**src/hdl/embi_map.svh**
```systemverilog
// Purpose: constants of the external memory bus interface
// Assumes: included by its bare name wherever a constant is needed
// Notes: counts are in cycles of the 125 MHz system clock
`ifndef EMBI_MAP_SVH
`define EMBI_MAP_SVH

`define EMBI_ADDR_W 24
`define EMBI_DATA_W 16
`define EMBI_GRP_W 8
`define EMBI_SEL_N 3
// Strobe phase length before the wait input is honoured
`define EMBI_STRB_CYC 2'h3
// Cycles of strobe before the column strobe falls
`define EMBI_CAS_DLY 2'h1
`define EMBI_CNT_W 2
`define EMBI_CLKDIV_RST 1'b1
`define EMBI_LANE_ON 8'hFF
`define EMBI_LANE_OFF 8'h00

`endif

```
**src/hdl/embi_pkg.sv**
```systemverilog
// Purpose: types of the external memory bus interface
// Assumes: nothing beyond the map header
// Notes: state codes are written out for easy waveform reading
package embi_pkg;

  typedef enum logic [2:0] {
    EMBI_ST_IDLE  = 3'h0,
    EMBI_ST_ADDR  = 3'h1,
    EMBI_ST_STRB  = 3'h2,
    EMBI_ST_HOLD  = 3'h3,
    EMBI_ST_GRANT = 3'h4
  } embi_state_t;

endpackage

```
**src/hdl/embi_sel_if.sv**
```systemverilog
// Purpose: carrier between the bus sequencer and one select decoder
// Assumes: one instance per select output
// Notes: mask bits set to one take part in the compare
`include "embi_map.svh"

interface embi_sel_if;
  logic [`EMBI_ADDR_W-1:0] addr;
  logic [`EMBI_ADDR_W-1:0] base;
  logic [`EMBI_ADDR_W-1:0] mask;
  logic enable;
  logic dram;
  logic drive;
  logic cas;
  logic hit;
  logic pin_n;

  modport dec (
    input addr,
    input base,
    input mask,
    input enable,
    input dram,
    input drive,
    input cas,
    output hit,
    output pin_n
  );

  modport ctl (
    output addr,
    output base,
    output mask,
    output enable,
    output dram,
    output drive,
    output cas,
    input hit,
    input pin_n
  );
endinterface

```
**src/hdl/embi_bus_top.sv**
```systemverilog
// Purpose: external memory bus sequencer with selects and bus hand-off
// Assumes: internal requests come from the same clock domain
// Notes: every pin output is registered; the drive enables are registered from the next state
`include "embi_map.svh"
module embi_bus_top
  import embi_pkg::*;
(
  input wire logic clk,
  input wire logic rst_n,
  input wire logic req_valid,
  input wire logic req_write,
  input wire logic req_dummy,
  input wire logic [`EMBI_ADDR_W-1:0] req_addr,
  input wire logic [`EMBI_DATA_W-1:0] req_wdata,
  input wire logic [1:0] req_be,
  output logic req_ready,
  output logic rsp_valid,
  output logic [`EMBI_DATA_W-1:0] rsp_rdata,
  input wire logic [`EMBI_SEL_N-1:0][`EMBI_ADDR_W-1:0] sel_base,
  input wire logic [`EMBI_SEL_N-1:0][`EMBI_ADDR_W-1:0] sel_mask,
  input wire logic [`EMBI_SEL_N-1:0] sel_enable,
  input wire logic [`EMBI_SEL_N-1:0] sel_dram,
  input wire logic [`EMBI_SEL_N-1:0] sel_bus8,
  input wire logic upper_group_high,
  input wire logic ale_enable,
  input wire logic clk_out_enable,
  input wire logic pull_enable,
  input wire logic rom_less,
  input wire logic bus_width_strap,
  input wire logic wait_n,
  input wire logic external_master_request_n,
  output logic external_master_grant_n,
  input wire logic [`EMBI_DATA_W-1:0] muxed_addr_data_lines_in,
  output logic [`EMBI_DATA_W-1:0] muxed_addr_data_lines_out,
  output logic [`EMBI_DATA_W-1:0] muxed_addr_data_lines_oe,
  output logic [`EMBI_GRP_W-1:0] address_lines,
  output logic address_lines_oe,
  output logic ctl_oe,
  output logic read_strobe_n,
  output logic lower_byte_write_strobe_n,
  output logic upper_byte_write_strobe_n,
  output logic read_write,
  output logic row_strobe_n,
  output logic select_zero_n,
  output logic select_one_n,
  output logic select_two_n,
  output logic addr_latch,
  output logic addr_latch_oe,
  output logic clk_div_out,
  output logic clk_div_oe,
  output logic pull_connect,
  output logic port_bus_fixed
);

  // Pin synchronisers
  logic [1:0] wait_sy;
  logic [1:0] mreq_sy;
  logic [1:0] strap_sy;
  logic [1:0] rl_sy;
  logic [`EMBI_DATA_W-1:0] ad_s1;
  logic [`EMBI_DATA_W-1:0] ad_s2;

  always_ff @(posedge clk or negedge rst_n) begin
    if (!rst_n) begin
      wait_sy <= 2'h3;
      mreq_sy <= 2'h3;
      strap_sy <= 2'h0;
      rl_sy <= 2'h0;
      ad_s1 <= 16'h0000;
      ad_s2 <= 16'h0000;
    end else begin
      wait_sy <= {wait_sy[0], wait_n};
      mreq_sy <= {mreq_sy[0], external_master_request_n};
      strap_sy <= {strap_sy[0], bus_width_strap};
      rl_sy <= {rl_sy[0], rom_less};
      ad_s1 <= muxed_addr_data_lines_in;
      ad_s2 <= ad_s1;
    end
  end

  logic wait_req;
  logic master_req;
  logic strap_s;
  logic rom_less_s;
  assign wait_req = !wait_sy[1];
  assign master_req = !mreq_sy[1];
  assign strap_s = strap_sy[1];
  assign rom_less_s = rl_sy[1];

  // Sequencer state
  embi_state_t state_reg, state_next;
  logic [`EMBI_CNT_W-1:0] cnt_reg, cnt_next;
  logic [`EMBI_ADDR_W-1:0] addr_reg, addr_next;
  logic [`EMBI_DATA_W-1:0] wdata_reg, wdata_next;
  logic [`EMBI_DATA_W-1:0] rdata_reg, rdata_next;
  logic [1:0] be_reg, be_next;
  logic write_reg, write_next;
  logic dummy_reg, dummy_next;
  logic bus8_reg, bus8_next;
  logic beat_hi_reg, beat_hi_next;
  logic two_reg, two_next;
  logic rsp_reg, rsp_next;

  logic [`EMBI_SEL_N-1:0] sel_hit;
  logic [`EMBI_SEL_N-1:0] sel_pin_n;
  logic [`EMBI_ADDR_W-1:0] cyc_addr;
  logic [`EMBI_ADDR_W-1:0] dec_addr;
  logic width8_now;
  logic in_cycle;
  logic strb_ph;
  logic cas_ph;

  // 24-bit address reaches the full 16M byte space when upper_group_high puts A23..16 on the group
  assign cyc_addr = {addr_reg[23:1], addr_reg[0] | beat_hi_reg};
  assign dec_addr = (state_reg == EMBI_ST_IDLE) ? req_addr : cyc_addr;
  // ROM-less part takes width from the strap, else per select
  assign width8_now = rom_less_s ? strap_s : |(sel_hit & sel_bus8);
  assign in_cycle = (state_reg == EMBI_ST_ADDR) ||
                    (state_reg == EMBI_ST_STRB) ||
                    (state_reg == EMBI_ST_HOLD);
  assign strb_ph = (state_reg == EMBI_ST_STRB);
  assign cas_ph = strb_ph && (cnt_reg != `EMBI_STRB_CYC - `EMBI_CAS_DLY);

  // Held off during a grant, so the outside master never meets us
  assign req_ready = (state_reg == EMBI_ST_IDLE) && !master_req;

  genvar gi;
  generate
    for (gi = 0; gi < `EMBI_SEL_N; gi = gi + 1) begin : g_sel
      embi_sel_if sel_bus ();
      assign sel_bus.addr = dec_addr;
      assign sel_bus.base = sel_base[gi];
      assign sel_bus.mask = sel_mask[gi];
      assign sel_bus.enable = sel_enable[gi];
      assign sel_bus.dram = sel_dram[gi];
      assign sel_bus.drive = in_cycle;
      assign sel_bus.cas = cas_ph;
      assign sel_hit[gi] = sel_bus.hit;
      assign sel_pin_n[gi] = sel_bus.pin_n;
      embi_sel_decode u_dec (
        .clk(clk),
        .rst_n(rst_n),
        .sel(sel_bus)
      );
    end
  endgenerate

  always_comb begin
    state_next = state_reg;
    cnt_next = cnt_reg;
    addr_next = addr_reg;
    wdata_next = wdata_reg;
    rdata_next = rdata_reg;
    be_next = be_reg;
    write_next = write_reg;
    dummy_next = dummy_reg;
    bus8_next = bus8_reg;
    beat_hi_next = beat_hi_reg;
    two_next = two_reg;
    rsp_next = 1'b0;
    case (state_reg)
      EMBI_ST_IDLE: begin
        if (master_req) begin
          state_next = EMBI_ST_GRANT;
        end else if (req_valid) begin
          addr_next = req_addr;
          wdata_next = req_wdata;
          be_next = req_be;
          write_next = req_write && !req_dummy;
          dummy_next = req_dummy;
          bus8_next = width8_now;
          // Narrow bus splits a word into two byte beats
          beat_hi_next = width8_now && (req_be == 2'h2);
          two_next = width8_now && (req_be == 2'h3);
          state_next = EMBI_ST_ADDR;
        end
      end
      EMBI_ST_ADDR: begin
        cnt_next = `EMBI_STRB_CYC - 2'h1;
        state_next = EMBI_ST_STRB;
      end
      EMBI_ST_STRB: begin
        if (cnt_reg != 2'h0) begin
          cnt_next = cnt_reg - 2'h1;
        end else if (!wait_req) begin
          state_next = EMBI_ST_HOLD;
        end
      end
      EMBI_ST_HOLD: begin
        // Data path lags the pins by two flops, so sample one cycle late
        if (!write_reg) begin
          if (!bus8_reg) begin
            rdata_next = ad_s2;
          end else if (beat_hi_reg) begin
            rdata_next[15:8] = ad_s2[7:0];
          end else begin
            rdata_next[7:0] = ad_s2[7:0];
          end
        end
        if (two_reg && !beat_hi_reg) begin
          beat_hi_next = 1'b1;
          state_next = EMBI_ST_ADDR;
        end else begin
          rsp_next = 1'b1;
          state_next = EMBI_ST_IDLE;
        end
      end
      EMBI_ST_GRANT: begin
        if (!master_req) begin
          state_next = EMBI_ST_IDLE;
        end
      end
      default: begin
        state_next = EMBI_ST_IDLE;
      end
    endcase
  end

  always_ff @(posedge clk or negedge rst_n) begin
    if (!rst_n) begin
      state_reg <= EMBI_ST_IDLE;
      cnt_reg <= 2'h0;
      addr_reg <= 24'h000000;
      wdata_reg <= 16'h0000;
      rdata_reg <= 16'h0000;
      be_reg <= 2'h0;
      write_reg <= 1'b0;
      dummy_reg <= 1'b0;
      bus8_reg <= 1'b0;
      beat_hi_reg <= 1'b0;
      two_reg <= 1'b0;
      rsp_reg <= 1'b0;
    end else begin
      state_reg <= state_next;
      cnt_reg <= cnt_next;
      addr_reg <= addr_next;
      wdata_reg <= wdata_next;
      rdata_reg <= rdata_next;
      be_reg <= be_next;
      write_reg <= write_next;
      dummy_reg <= dummy_next;
      bus8_reg <= bus8_next;
      beat_hi_reg <= beat_hi_next;
      two_reg <= two_next;
      rsp_reg <= rsp_next;
    end
  end

  assign rsp_valid = rsp_reg;
  assign rsp_rdata = rdata_reg;

  // Pin state
  logic [`EMBI_DATA_W-1:0] ad_out_reg, ad_out_next;
  logic [`EMBI_DATA_W-1:0] ad_oe_reg, ad_oe_next;
  logic [`EMBI_GRP_W-1:0] grp_reg, grp_next;
  logic drive_reg, drive_next;
  logic rd_n_reg, rd_n_next;
  logic wrl_n_reg, wrl_n_next;
  logic wrh_n_reg, wrh_n_next;
  logic rw_reg, rw_next;
  logic ras_n_reg, ras_n_next;
  logic ale_reg, ale_next;
  logic ale_oe_reg, ale_oe_next;
  logic grant_n_reg, grant_n_next;
  logic clkdiv_reg, clkdiv_next;
  logic clkdiv_oe_reg, clkdiv_oe_next;
  logic pull_reg, pull_next;
  logic fixed_reg, fixed_next;
  logic [7:0] low_lane;
  logic wr_data;

  always_comb begin
    low_lane = beat_hi_reg ? wdata_reg[15:8] : wdata_reg[7:0];
    wr_data = write_reg && (strb_ph || state_reg == EMBI_ST_HOLD);
    ad_out_next = ad_out_reg;
    ad_oe_next = 16'h0000;
    if (state_reg == EMBI_ST_ADDR) begin
      ad_out_next = cyc_addr[15:0];
      ad_oe_next = 16'hFFFF;
    end else if (in_cycle && bus8_reg) begin
      // Narrow bus keeps the upper lines as address only
      ad_out_next = {cyc_addr[15:8], low_lane};
      ad_oe_next = {`EMBI_LANE_ON, wr_data ? `EMBI_LANE_ON : `EMBI_LANE_OFF};
    end else if (wr_data) begin
      ad_out_next = wdata_reg;
      ad_oe_next = 16'hFFFF;
    end
    grp_next = upper_group_high ? cyc_addr[23:16] : cyc_addr[7:0];
    drive_next = (state_next != EMBI_ST_GRANT) &&
                 (state_reg != EMBI_ST_GRANT);
    rd_n_next = !(strb_ph && !write_reg && !dummy_reg);
    wrl_n_next = !(strb_ph && write_reg && (bus8_reg || be_reg[0]));
    wrh_n_next = !(strb_ph && write_reg && !bus8_reg && be_reg[1]);
    rw_next = !(in_cycle && write_reg);
    ras_n_next = !(|(sel_hit & sel_dram) &&
                   (strb_ph || state_reg == EMBI_ST_HOLD));
    ale_next = (state_reg == EMBI_ST_ADDR);
    ale_oe_next = ale_enable;
    grant_n_next = !(state_reg == EMBI_ST_GRANT) || !master_req;
    clkdiv_next = !clkdiv_reg;
    clkdiv_oe_next = clk_out_enable;
    pull_next = pull_enable;
    fixed_next = rom_less_s;
  end

  always_ff @(posedge clk or negedge rst_n) begin
    if (!rst_n) begin
      ad_out_reg <= 16'h0000;
      ad_oe_reg <= 16'h0000;
      grp_reg <= 8'h00;
      drive_reg <= 1'b1;
      rd_n_reg <= 1'b1;
      wrl_n_reg <= 1'b1;
      wrh_n_reg <= 1'b1;
      rw_reg <= 1'b1;
      ras_n_reg <= 1'b1;
      ale_reg <= 1'b0;
      ale_oe_reg <= 1'b1;
      grant_n_reg <= 1'b1;
      clkdiv_reg <= `EMBI_CLKDIV_RST;
      clkdiv_oe_reg <= 1'b1;
      pull_reg <= 1'b1;
      fixed_reg <= 1'b0;
    end else begin
      ad_out_reg <= ad_out_next;
      ad_oe_reg <= drive_next ? ad_oe_next : 16'h0000;
      grp_reg <= grp_next;
      drive_reg <= drive_next;
      rd_n_reg <= rd_n_next;
      wrl_n_reg <= wrl_n_next;
      wrh_n_reg <= wrh_n_next;
      rw_reg <= rw_next;
      ras_n_reg <= ras_n_next;
      ale_reg <= ale_next;
      ale_oe_reg <= ale_oe_next;
      grant_n_reg <= grant_n_next;
      clkdiv_reg <= clkdiv_next;
      clkdiv_oe_reg <= clkdiv_oe_next;
      pull_reg <= pull_next;
      fixed_reg <= fixed_next;
    end
  end

  assign muxed_addr_data_lines_out = ad_out_reg;
  assign muxed_addr_data_lines_oe = ad_oe_reg;
  assign address_lines = grp_reg;
  assign address_lines_oe = drive_reg;
  assign ctl_oe = drive_reg;
  assign read_strobe_n = rd_n_reg;
  assign lower_byte_write_strobe_n = wrl_n_reg;
  assign upper_byte_write_strobe_n = wrh_n_reg;
  assign read_write = rw_reg;
  assign row_strobe_n = ras_n_reg;
  assign select_zero_n = sel_pin_n[0];
  assign select_one_n = sel_pin_n[1];
  assign select_two_n = sel_pin_n[2];
  assign addr_latch = ale_reg;
  assign addr_latch_oe = ale_oe_reg;
  assign external_master_grant_n = grant_n_reg;
  // Toggles even with the pin disabled, so re-enable keeps phase
  assign clk_div_out = clkdiv_reg;
  assign clk_div_oe = clkdiv_oe_reg;
  assign pull_connect = pull_reg;
  assign port_bus_fixed = fixed_reg;
endmodule

```
**src/hdl/embi_sel_decode.sv**
```systemverilog
// Purpose: one chip-select / column-strobe block
// Assumes: hit is combinational on the offered address
// Notes: the pin is registered, one cycle behind drive and cas
module embi_sel_decode
  import embi_pkg::*;
(
  input wire logic clk,
  input wire logic rst_n,
  embi_sel_if.dec sel
);

  logic pin_n_reg;
  logic pin_n_next;
  logic hit_c;

  always_comb begin
    hit_c = sel.enable && ((sel.addr & sel.mask) == (sel.base & sel.mask));
    pin_n_next = 1'b1;
    if (sel.drive && hit_c) begin
      // Dynamic memory turns the select into a column strobe
      pin_n_next = sel.dram ? !sel.cas : 1'b0;
    end
  end

  always_ff @(posedge clk or negedge rst_n) begin
    if (!rst_n) begin
      pin_n_reg <= 1'b1;
    end else begin
      pin_n_reg <= pin_n_next;
    end
  end

  assign sel.hit = hit_c;
  assign sel.pin_n = pin_n_reg;
endmodule

```
**config.mk**
```make
export PLATFORM = sky130hd
export DESIGN_NAME = embi_bus_top
export DESIGN_NICKNAME = d
export VERILOG_FILES = /design/src/hdl/embi_pkg.sv /design/src/hdl/embi_sel_if.sv /design/src/hdl/embi_bus_top.sv /design/src/hdl/embi_sel_decode.sv
export VERILOG_INCLUDE_DIRS = /design/src /design/src/hdl
export SDC_FILE = /design/constraint.sdc
export NUM_CORES = 1
export LEC_CHECK = 0
export BUFFER_PORTS_ARGS = -buffer_cell sky130_fd_sc_hd__buf_4
export CAP_MARGIN = 25
export CORE_ASPECT_RATIO = 1.25
export CORE_MARGIN = 3
export CORE_UTILIZATION = 30
export DETAILED_ROUTE_END_ITERATION = 16
export HOLD_SLACK_MARGIN = 0.15
export PLACE_DENSITY_LB_ADDON = 0.3
export SLEW_MARGIN = 20
export SYNTH_ARGS = -nofsm -noshare
export SYNTH_HDL_FRONTEND = slang
export SYNTH_SLANG_ARGS = --single-unit
```
**constraint.sdc**
```tcl
create_clock -name clk -period 3.3 [get_ports clk]
set_clock_uncertainty 0.05 [all_clocks]
set_input_delay 0.33 -clock clk [delete_from_list [all_inputs] [get_ports clk]]
set_output_delay 0.33 -clock clk [all_outputs]
set_load 0.02 [all_outputs]
```
Word level (Yosys, flattened, before mapping). Cells that the tools add are included.

Output and inout bits: 75. Bits in registers: 165. Input bits: 224. Word-level logic and storage cells: 156.

Multiplexer cells: 36. Bitwise operators: 10. Equality and inequality tests: 18. $add $sub $neg: 1. Reduce and logical (&&, ||, !) cells: 53.

Operator list (number): AND 24 bit (6); two-way mux 16 bit (8); == test 24 bit (3); two-way mux 8 bit (5); two-way mux 24 bit (1); logical AND 1 bit (23); two-way mux 3 bit (5); one-hot mux 3 bit (5 select lines) (1); logical NOT 1 bit (13); two-way mux 1 bit (13); != test 2 bit (second input constant) (5); AND reduction 3 bit (3); AND 3 bit (2); == test 3 x 2 -> 1 bit (second input constant) (2); != test 3 bit (second input constant) (2); nonzero test 2 bit (3); OR reduction 3 bit (2); logical OR 1 bit (5); == test 2 bit (second input constant) (2); != test 2 x 1 -> 1 bit (second input constant) (2); one-hot mux 2 bit (2 select lines) (1); AND reduction 4 bit (1); == test 3 x 1 -> 1 bit (second input constant) (1); == test 3 bit (second input constant) (1); 8 further kinds (8).

Longest topological paths before layout. Gate-level depths: netlist of the first run.

Depth after elaboration: 12. Depth in mapped cells: 12. Mapped depth without buffers: 8.

Hierarchy. From an unflattened synthesis of the first run, not the netlist that was laid out.

Cell total of the unflattened synthesis: 646. Area total of the unflattened synthesis: 7054.3 um2.

Modules (own cells, without submodules): embi_bus_top (area an instance 5935.7 um2, cells each 511, times used 1); embi_sel_decode (area an instance 372.9 um2, cells each 45, times used 3).

Least setup slack after synthesis of the first run. No wires, ideal clock.

Path kind: reg-to-reg. From: register state_reg[2]. To: register two_reg. Setup time: 0.068 ns. Path slack: 0.841 ns. Arrival: 2.342 ns. Cell stages (with the launch flop): 12. Required time: 3.182 ns. Path buffers: 3. Period minus slack after synthesis: 2.459 ns. Cell sequence: dfrtp_1 > buf_6 > or3_4 > buf_6 > buf_6 > mux2i_1 > a22oi_1 > nand4_1 > nor4_2 > a31oi_1 > a31oi_2 > a32o_1.

Longest elaborated chain between the ends: 9.

RTL lines: start, declared (RTL line embi_bus_top.sv:91) `embi_state_t state_reg, state_next;`; start signal, assigned (RTL line embi_bus_top.sv:234) `state_reg <= state_next;`; logical NOT 3 bit (*) (RTL line embi_bus_top.sv:115, embi_bus_top.sv:161); two-way mux 24 bit (RTL line embi_bus_top.sv:115) `assign dec_addr = (state_reg == EMBI_ST_IDLE) ? req_addr : cyc_addr;`; AND 24 bit (RTL line embi_sel_decode.sv:17) `hit_c = sel.enable && ((sel.addr & sel.mask) == (sel.base & sel.mask));`; == test 24 bit (RTL line embi_sel_decode.sv:17); logical AND 1 bit (RTL line embi_sel_decode.sv:17); AND 3 bit (RTL line embi_bus_top.sv:117) `assign width8_now = rom_less_s ? strap_s : |(sel_hit & sel_bus8);`; OR reduction 3 bit (RTL line embi_bus_top.sv:117); two-way mux 1 bit (RTL line embi_bus_top.sv:117); logical AND 1 bit (RTL line embi_bus_top.sv:174) `two_next = width8_now && (req_be == 2'h3);`; end signal, assigned (RTL line embi_bus_top.sv:244) `two_reg <= two_next;`; end, declared (RTL line embi_bus_top.sv:101) `logic two_reg, two_next;`.

Every way passes the cells marked *; elsewhere a longest branch is shown, timed or not. A chain may end at the register's enable or synchronous reset.

Worst setup path after layout of the first run. Ends and elaborated chain as after synthesis.

==> impl_metrics.ini, run 1 <==
[run_status]
outcome = finished clean

[place]
io_buffers = 298
place.gp.congestion = 0.9609
dp_hpwl_um = 27350
placed_cells = 1546

[clock_tree]
clockBufferDepth = 2
clk_pin_slew_ns = 0.06
clk_latency_ns = 0.42
cts_hold_buf = 71
ctsResizeCount = 0
cts_tree = built
cts_root_buf = clkbuf_16
cts_htree_levels = 4
post-cts-setup-buffer-count = 0
cts_sinks = 151
cts_buffers = 17

[synth]
synth_common_cells = nand2_1 (240), dfrtp_1 (133), o21ai_0 (77)
yosysWarnings = 0
synth.most_common_cell = nand2_1
synth_top_area_share_pct = 39.68
synth_nets = 1171
synth_cells = 945
synth-seq-cells = 151
ys_types = 58
synth_area_leaders = dfrtp_1 (40%), nand2_1 (11%), dfstp_2 (5.6%)
synthArstFlopShare_pct = 100.0
synth_ff_type = dfrtp_1
syn_avg_cell_area_sq_um = 8.876
syn_area_sq_um = 8388
yosys.area.top_type = dfrtp_1
synth-edff-count = 0
synth-seq-area-share_pct = 45.32

[worst_setup_path]
required_ns = 3.60
worstSetupPathType = flop to flop
r2r_end = two_reg
cp_max_fo = 44
slowest_stage = nor4_1
start_kind = flop
crit_path_end = two_reg
crit_arrival_ns = 3.25
critical_path.startpoint = state_reg[2]
r2r_start = state_reg[2]
slowest_delay_ns = 0.73
r2r_slack_ns = 0.35
crit_path_cell_trace = or3_4, buf_12, nor4_1, o2111a_1, nand3_1, a31oi_2, a32o_1
cp-end-kind = flop
rr_worst_depth = 7

[grt]
antenna_found_initial = 1
grt_pass1_wl_um = 51120
first_global_vias = 8344
grt_overflow = 0
grt_max_degree = 84
grt.total_usage_pct = 22.87

[floorplanning]
start_util_pct = 30.88
io_pins = 299
num_rows = 67
dieHeight_um = 193.0
die_w_um = 155.6
die_area_sq_um = 30020
core_sq_um = 27160

[route]
wire_per_inst_um = 21.30
totalWireLength_um = 35120
drc_errors = 0
vias = 8407
first_iter_violations = 699
final_antenna_net_count = 0
drtPass1Iterations = 6
vias_per_cell = 5.098

[layout]
finish.utilization_pct = 44.97
drive_gt1_share_pct = 30.83
num_antenna_cells = 0
syn_to_final_growth_pct = 45.63
multi_input_area_sq_um = 4173
nFillCells = 2678
final-seq-area_sq_um = 3801
finalNonFillerCells = 1649
largest_register_ffs = 24
nets = 1517

[pwr]
irDropWorstVdd_uv = 280.2
p_per_area_nw_per_um2 = 716.5
total_power_mw = 8.752
leakagePower_nw = 5.661

[sta]
layout_min_cycle_time_ns = 2.949
slew_headroom_pct = 43.12
fmax_mhz = 339.1
fin_setup_tns_ns = 0
setup_violations = 0
timing_hold_violations_final = 0
fin_crit_sh_pct = 89.36
rsz0062_at_grt = no
finalMaxSlewViolations = 0
tightest_slew_ns = 0.8533

[run]
drv_cap = 0

[min_path]
hp-class = input pin to flop
[per-layer routing]
metal	vias to the layer above	global-route usage [%]	routed length (um)	share of wire, %
met1	3990	28.83	14170	40
met5	-	0	7	0.020
met3	83	5.358	2619	7.5
li1	3931	-	-	-
met2	401	37.90	16960	48
met4	2	9.296	1362	3.9
[stage by stage]
| step | hold WS (ns) | area (sq um) | setup WS, ns |
|---|---|---|---|
| after floorplan | -0.01559 | 8388 | 0.8406 |
| after global placement | 0.2821 | 10910 | 0.5293 |
| after detailed placement | 0.2847 | 10910 | 0.4594 |
| after CTS | 0.1788 | 12220 | 0.4128 |
| after global routing | 0.1973 | 12220 | 0.1199 |
| final | 0.2065 | 12220 | 0.3511 |
[critical path, delay by kind of cell, from the launching register on]
family | cells | cell delay (ns)
AO/OA/AOI/OAI | 3 | 0.83
flip-flops | 1 | 0.46
buffers and inverters | 1 | 0.20
AND/OR/NAND/NOR | 3 | 1.32
[cells by family (layout without fill, tap and decap cells)]
logic type,after synthesis,after routing,synth area share (%)
adder cells (fa/ha/maj),2,2,0.2983
flip-flops,151,151,45.32
AND/OR/NAND/NOR,420,420,23.81
AO/OA/AOI/OAI,175,175,12.41
buffers and inverters,80,439,4.937
multiplexers,51,51,6.339
XOR/XNOR,66,66,6.891
[final cells by class]
cell class,instances,share of cell area [%]
clock buffers,19,3.708
clock inverters,13,1.168
inverters,16,0.4917
multi-input cells,714,34.16
flip-flops and latches,151,31.12
well taps,345,3.534
repair buffers,391,25.82
[worst min path at each step]
stage / startpoint / to / slack, ns / cells after the start
3_3_place_gp: ad_s1[7] / ad_s2[7] / 0.28 / 0
2_1_floorplan: rst_n / ad_s1[0] / -0.02 / 0
4_1_cts: upper_group_high / address_lines[0] / 0.18 / 2
6_report: upper_group_high / address_lines[0] / 0.21 / 2
3_5_place_dp: ad_s1[7] / ad_s2[7] / 0.28 / 0
5_1_grt: upper_group_high / address_lines[0] / 0.20 / 2
[layout by cell type (no fill, tap or decap), types with 19 or more instances in the layout]
cell and instances:
a21oi_1 19, dfrtp_1 133, xnor2_1 48, o22ai_1 32, dlygate4sd3_1 71, nor3b_1 46, nor2_1 57, nand2_1 240
buf_4 316, o21ai_0 77, mux2i_1 34
[power by group]
group | leakage, nW | switching (mW) | internal [mW]
sequential | 1.83 | 0.655 | 2.40
clock | 0.296 | 0.818 | 1.16
combinational | 3.54 | 2.09 | 1.62
total | 5.66 | 3.56 | 5.19
No activity file was read; power rests on OpenSTA's default activity.
==> run 2: changes to the inputs <==
--- a/config.mk
+++ b/config.mk
@@ -6,6 +6,7 @@
 export SDC_FILE = /design/constraint.sdc
 export NUM_CORES = 1
 export LEC_CHECK = 0
+export ABC_AREA = 1
 export BUFFER_PORTS_ARGS = -buffer_cell sky130_fd_sc_hd__buf_4
 export CAP_MARGIN = 25
 export CORE_ASPECT_RATIO = 1.25
==> run 2 against run 1 <==
Core utilization grew 0.45 points. Non-clock buffer count shrank 16. Hold slack lost 0.032 ns. First-iteration DRC count shrank 37%. Global-route usage shrank 2.0 points. Maximum frequency shrank 5.5%. Critical path depth grew 8. Critical path type unchanged.
==> impl_metrics.ini, run 2 <==
[floorplanning]
dieHeight_um = 186.7
io_pins = 299
die_w_um = 150.5
die_area_sq_um = 28100
core_sq_um = 25460
num_rows = 65
start_util_pct = 30.77

[worst_setup_path]
crit_buf_inv = 2
slowest_delay_ns = 0.55
required_ns = 3.60
crit_arrival_ns = 3.42
crit_family = simple AND/OR/NAND/NOR gates
crit_path_cell_trace = nor2_4, buf_4, nand3_1, nand2_1, nand2_1, nand3_1, nand2_1, nor3b_1, nand2_1, nor2_1, and2_1, nand2_1, nand3_1, dlygate4sd3_1, nand2_1
critical_path.startpoint = state_reg[0]
cpMostUsedCell = nand2_1
r2r_start = state_reg[0]
slowest_stage = dlygate4sd3_1
r2r_slack_ns = 0.18
cp-end-kind = flop
r2r_end = row_strobe_n
cp_max_fo = 30
start_kind = flop
rr_worst_depth = 15
worstSetupPathType = flop to flop

[layout]
nFillCells = 2523
nets = 1590
final_cell_mix = buf_4 (310), nand2_1 (296), nand3_1 (146)
layout_commonest_cell = buf_4
drive_gt1_share_pct = 27.74
final-seq-area_sq_um = 3801
syn_to_final_growth_pct = 47.61
largest_register_ffs = 24
fin_area_sq_um = 11560
multi_input_area_sq_um = 3338

[sta]
timing_hold_violations_final = 0
tightest_slew_ns = 0.7622
rsz0062_at_grt = no
setup_violations = 0
fmax_mhz = 320.3
fin_crit_sh_pct = 94.61
layout_min_cycle_time_ns = 3.122
finalMaxSlewViolations = 0
slew_headroom_pct = 49.19
fin_setup_tns_ns = 0

[clock_tree]
cts_root_buf = clkbuf_16
clockBufferDepth = 2
cts_htree_levels = 4
cts_buffers = 17
cts_sinks = 151
ctsResizeCount = 0
clk_pin_slew_ns = 0.07
clk_latency_ns = 0.42
cts_tree = built

[synth]
syn_area_sq_um = 7834
synth-edff-count = 0
synth_top_area_share_pct = 42.49
synth.most_common_cell = nand2_1
synth_cells = 1016
ys_types = 33
synth-seq-cells = 151
synth-seq-area-share_pct = 48.52
synth_ff_type = dfrtp_1
synth_nets = 1242
synth_common_cells = nand2_1 (297), nand3_1 (146), dfrtp_1 (133)
yosysWarnings = 0
syn_avg_cell_area_sq_um = 7.710
yosys.area.top_type = dfrtp_1
synthArstFlopShare_pct = 100.0
synth_area_leaders = dfrtp_1 (42%), nand2_1 (14%), nand3_1 (9.3%)

[route]
wire_per_inst_um = 17.21
final_antenna_net_count = 0
totalWireLength_um = 29480
drc_errors = 0
first_iter_violations = 440
vias = 8092
vias_per_cell = 4.724
drtPass1Iterations = 5

[min_path]
hold_end = addr_reg[14]
min_path_cells = 3
min_from = req_addr[14]
hp-class = input pin to flop

[place]
io_buffers = 298
place.gp.congestion = 0.9675
postPlaceCellArea_sq_um = 10360
dp_hpwl_um = 23850

[grt]
grt_max_degree = 83
grt.total_usage_pct = 20.87
antenna_found_initial = 2
grt_overflow = 0
first_global_vias = 8232
grt_pass1_wl_um = 44720

[run_status]
outcome = finished clean

[pwr]
total_power_mw = 8.687
leakagePower_nw = 6.020
irDropWorstVdd_uv = 426.2
p_per_area_nw_per_um2 = 751.2

[run]
drv_cap = 0
-- run 2: changes by cell type after synthesis, moves of 15 or more --
cell	previous run	this run
nor3b_1	46	4
mux2i_1	34	0
nor2_1	57	79
nand3_1	14	146
o22ai_1	32	0
nand3b_1	11	26
xnor2_1	48	0
xor2_1	18	0
nand4_1	12	28
o21ai_0	77	51
clkbuf_1	32	15
nand2_1	240	297
inv_1	16	112
a31oi_1	3	20
-- run 2: cell type report --
| cell class | count | area share (%) |
|---|---|---|
| Clock buffer | 19 | 3.830 |
| Antenna cell | 1 | 0.02164 |
| Inverter | 113 | 3.668 |
| Tap cell | 335 | 3.625 |
| Timing Repair Buffer | 375 | 25.94 |
| Multi-Input combinational cell | 706 | 28.87 |
| Sequential cell | 151 | 32.87 |
| Clock inverter | 13 | 1.179 |
-- run 2: cell families (layout without fill, tap and decap cells) --
family / Yosys count / count (layout) / synth area share [%]
and+or+nand+nor: 596 / 596 / 33.91
AOI/OAI and AO/OA: 100 / 100 / 7.203
muxes: 8 / 8 / 1.150
buffers and inverters: 159 / 520 / 8.896
DFF: 151 / 151 / 48.52
adders and majority gates: 2 / 2 / 0.3194
other: 0 / 1 / 0
-- run 2: worst max path at each step --
stage                        end  slack (ns)  cells after the start
global placement    row_strobe_n        0.82                     14
global route        row_strobe_n        0.03                     15
CTS                 row_strobe_n        0.24                     15
floorplan               bus8_reg        1.17                      9
detailed placement  row_strobe_n        0.80                     14
finish              row_strobe_n        0.18                     15
-- run 2: routing by layer --
layer	up-vias	share of wire [%]	track usage, %
li1	4008	-	-
met1	3708	40	25.55
met2	314	50	36.21
met3	60	6.3	3.449
met4	2	3.5	8.275
met5	-	0.034	0
-- run 2: what timing repair did --
action	in CTS	in global routing
hold buffers	62	0
hold endpoints to repair	125	0
endpoints found under the setup margin	0	0
buffers inserted	0	0
-- run 2: through the flow --
| stage | std cells | worst slack (ns) | hold WS (ns) | utilization, % |
|---|---|---|---|---|
| CTS | 1712 | 0.2407 | 0.1518 | 45.42 |
| global route | 1713 | 0.03377 | 0.1738 | 45.43 |
| detailed placement | 1618 | 0.7985 | 0.2855 | 40.70 |
| finish | 1713 | 0.1780 | 0.1745 | 45.43 |
| global placement | 1618 | 0.8200 | 0.2817 | 40.70 |
| floorplan | 1016 | 1.169 | -0.01559 | - |
-- run 2: report_power, final --
part           internal [mW]  total [mW]  switching (mW)
Combinational           1.46        3.94            2.49
Clock                   1.08        1.91           0.828
Sequential              2.43        2.84           0.405
-- run 2: worst reg2reg max path, stage by stage, from the launching register on --
cell and delay [ns]:
dfrtp_1 0.42, nor2_4 0.16, buf_4 0.34, nand3_1 0.26
nand2_1 0.20, nand2_1 0.07, nand3_1 0.12, nand2_1 0.10
nor3b_1 0.28, nand2_1 0.10, nor2_1 0.08, and2_1 0.15
nand2_1 0.06, nand3_1 0.06, dlygate4sd3_1 0.55, nand2_1 0.05
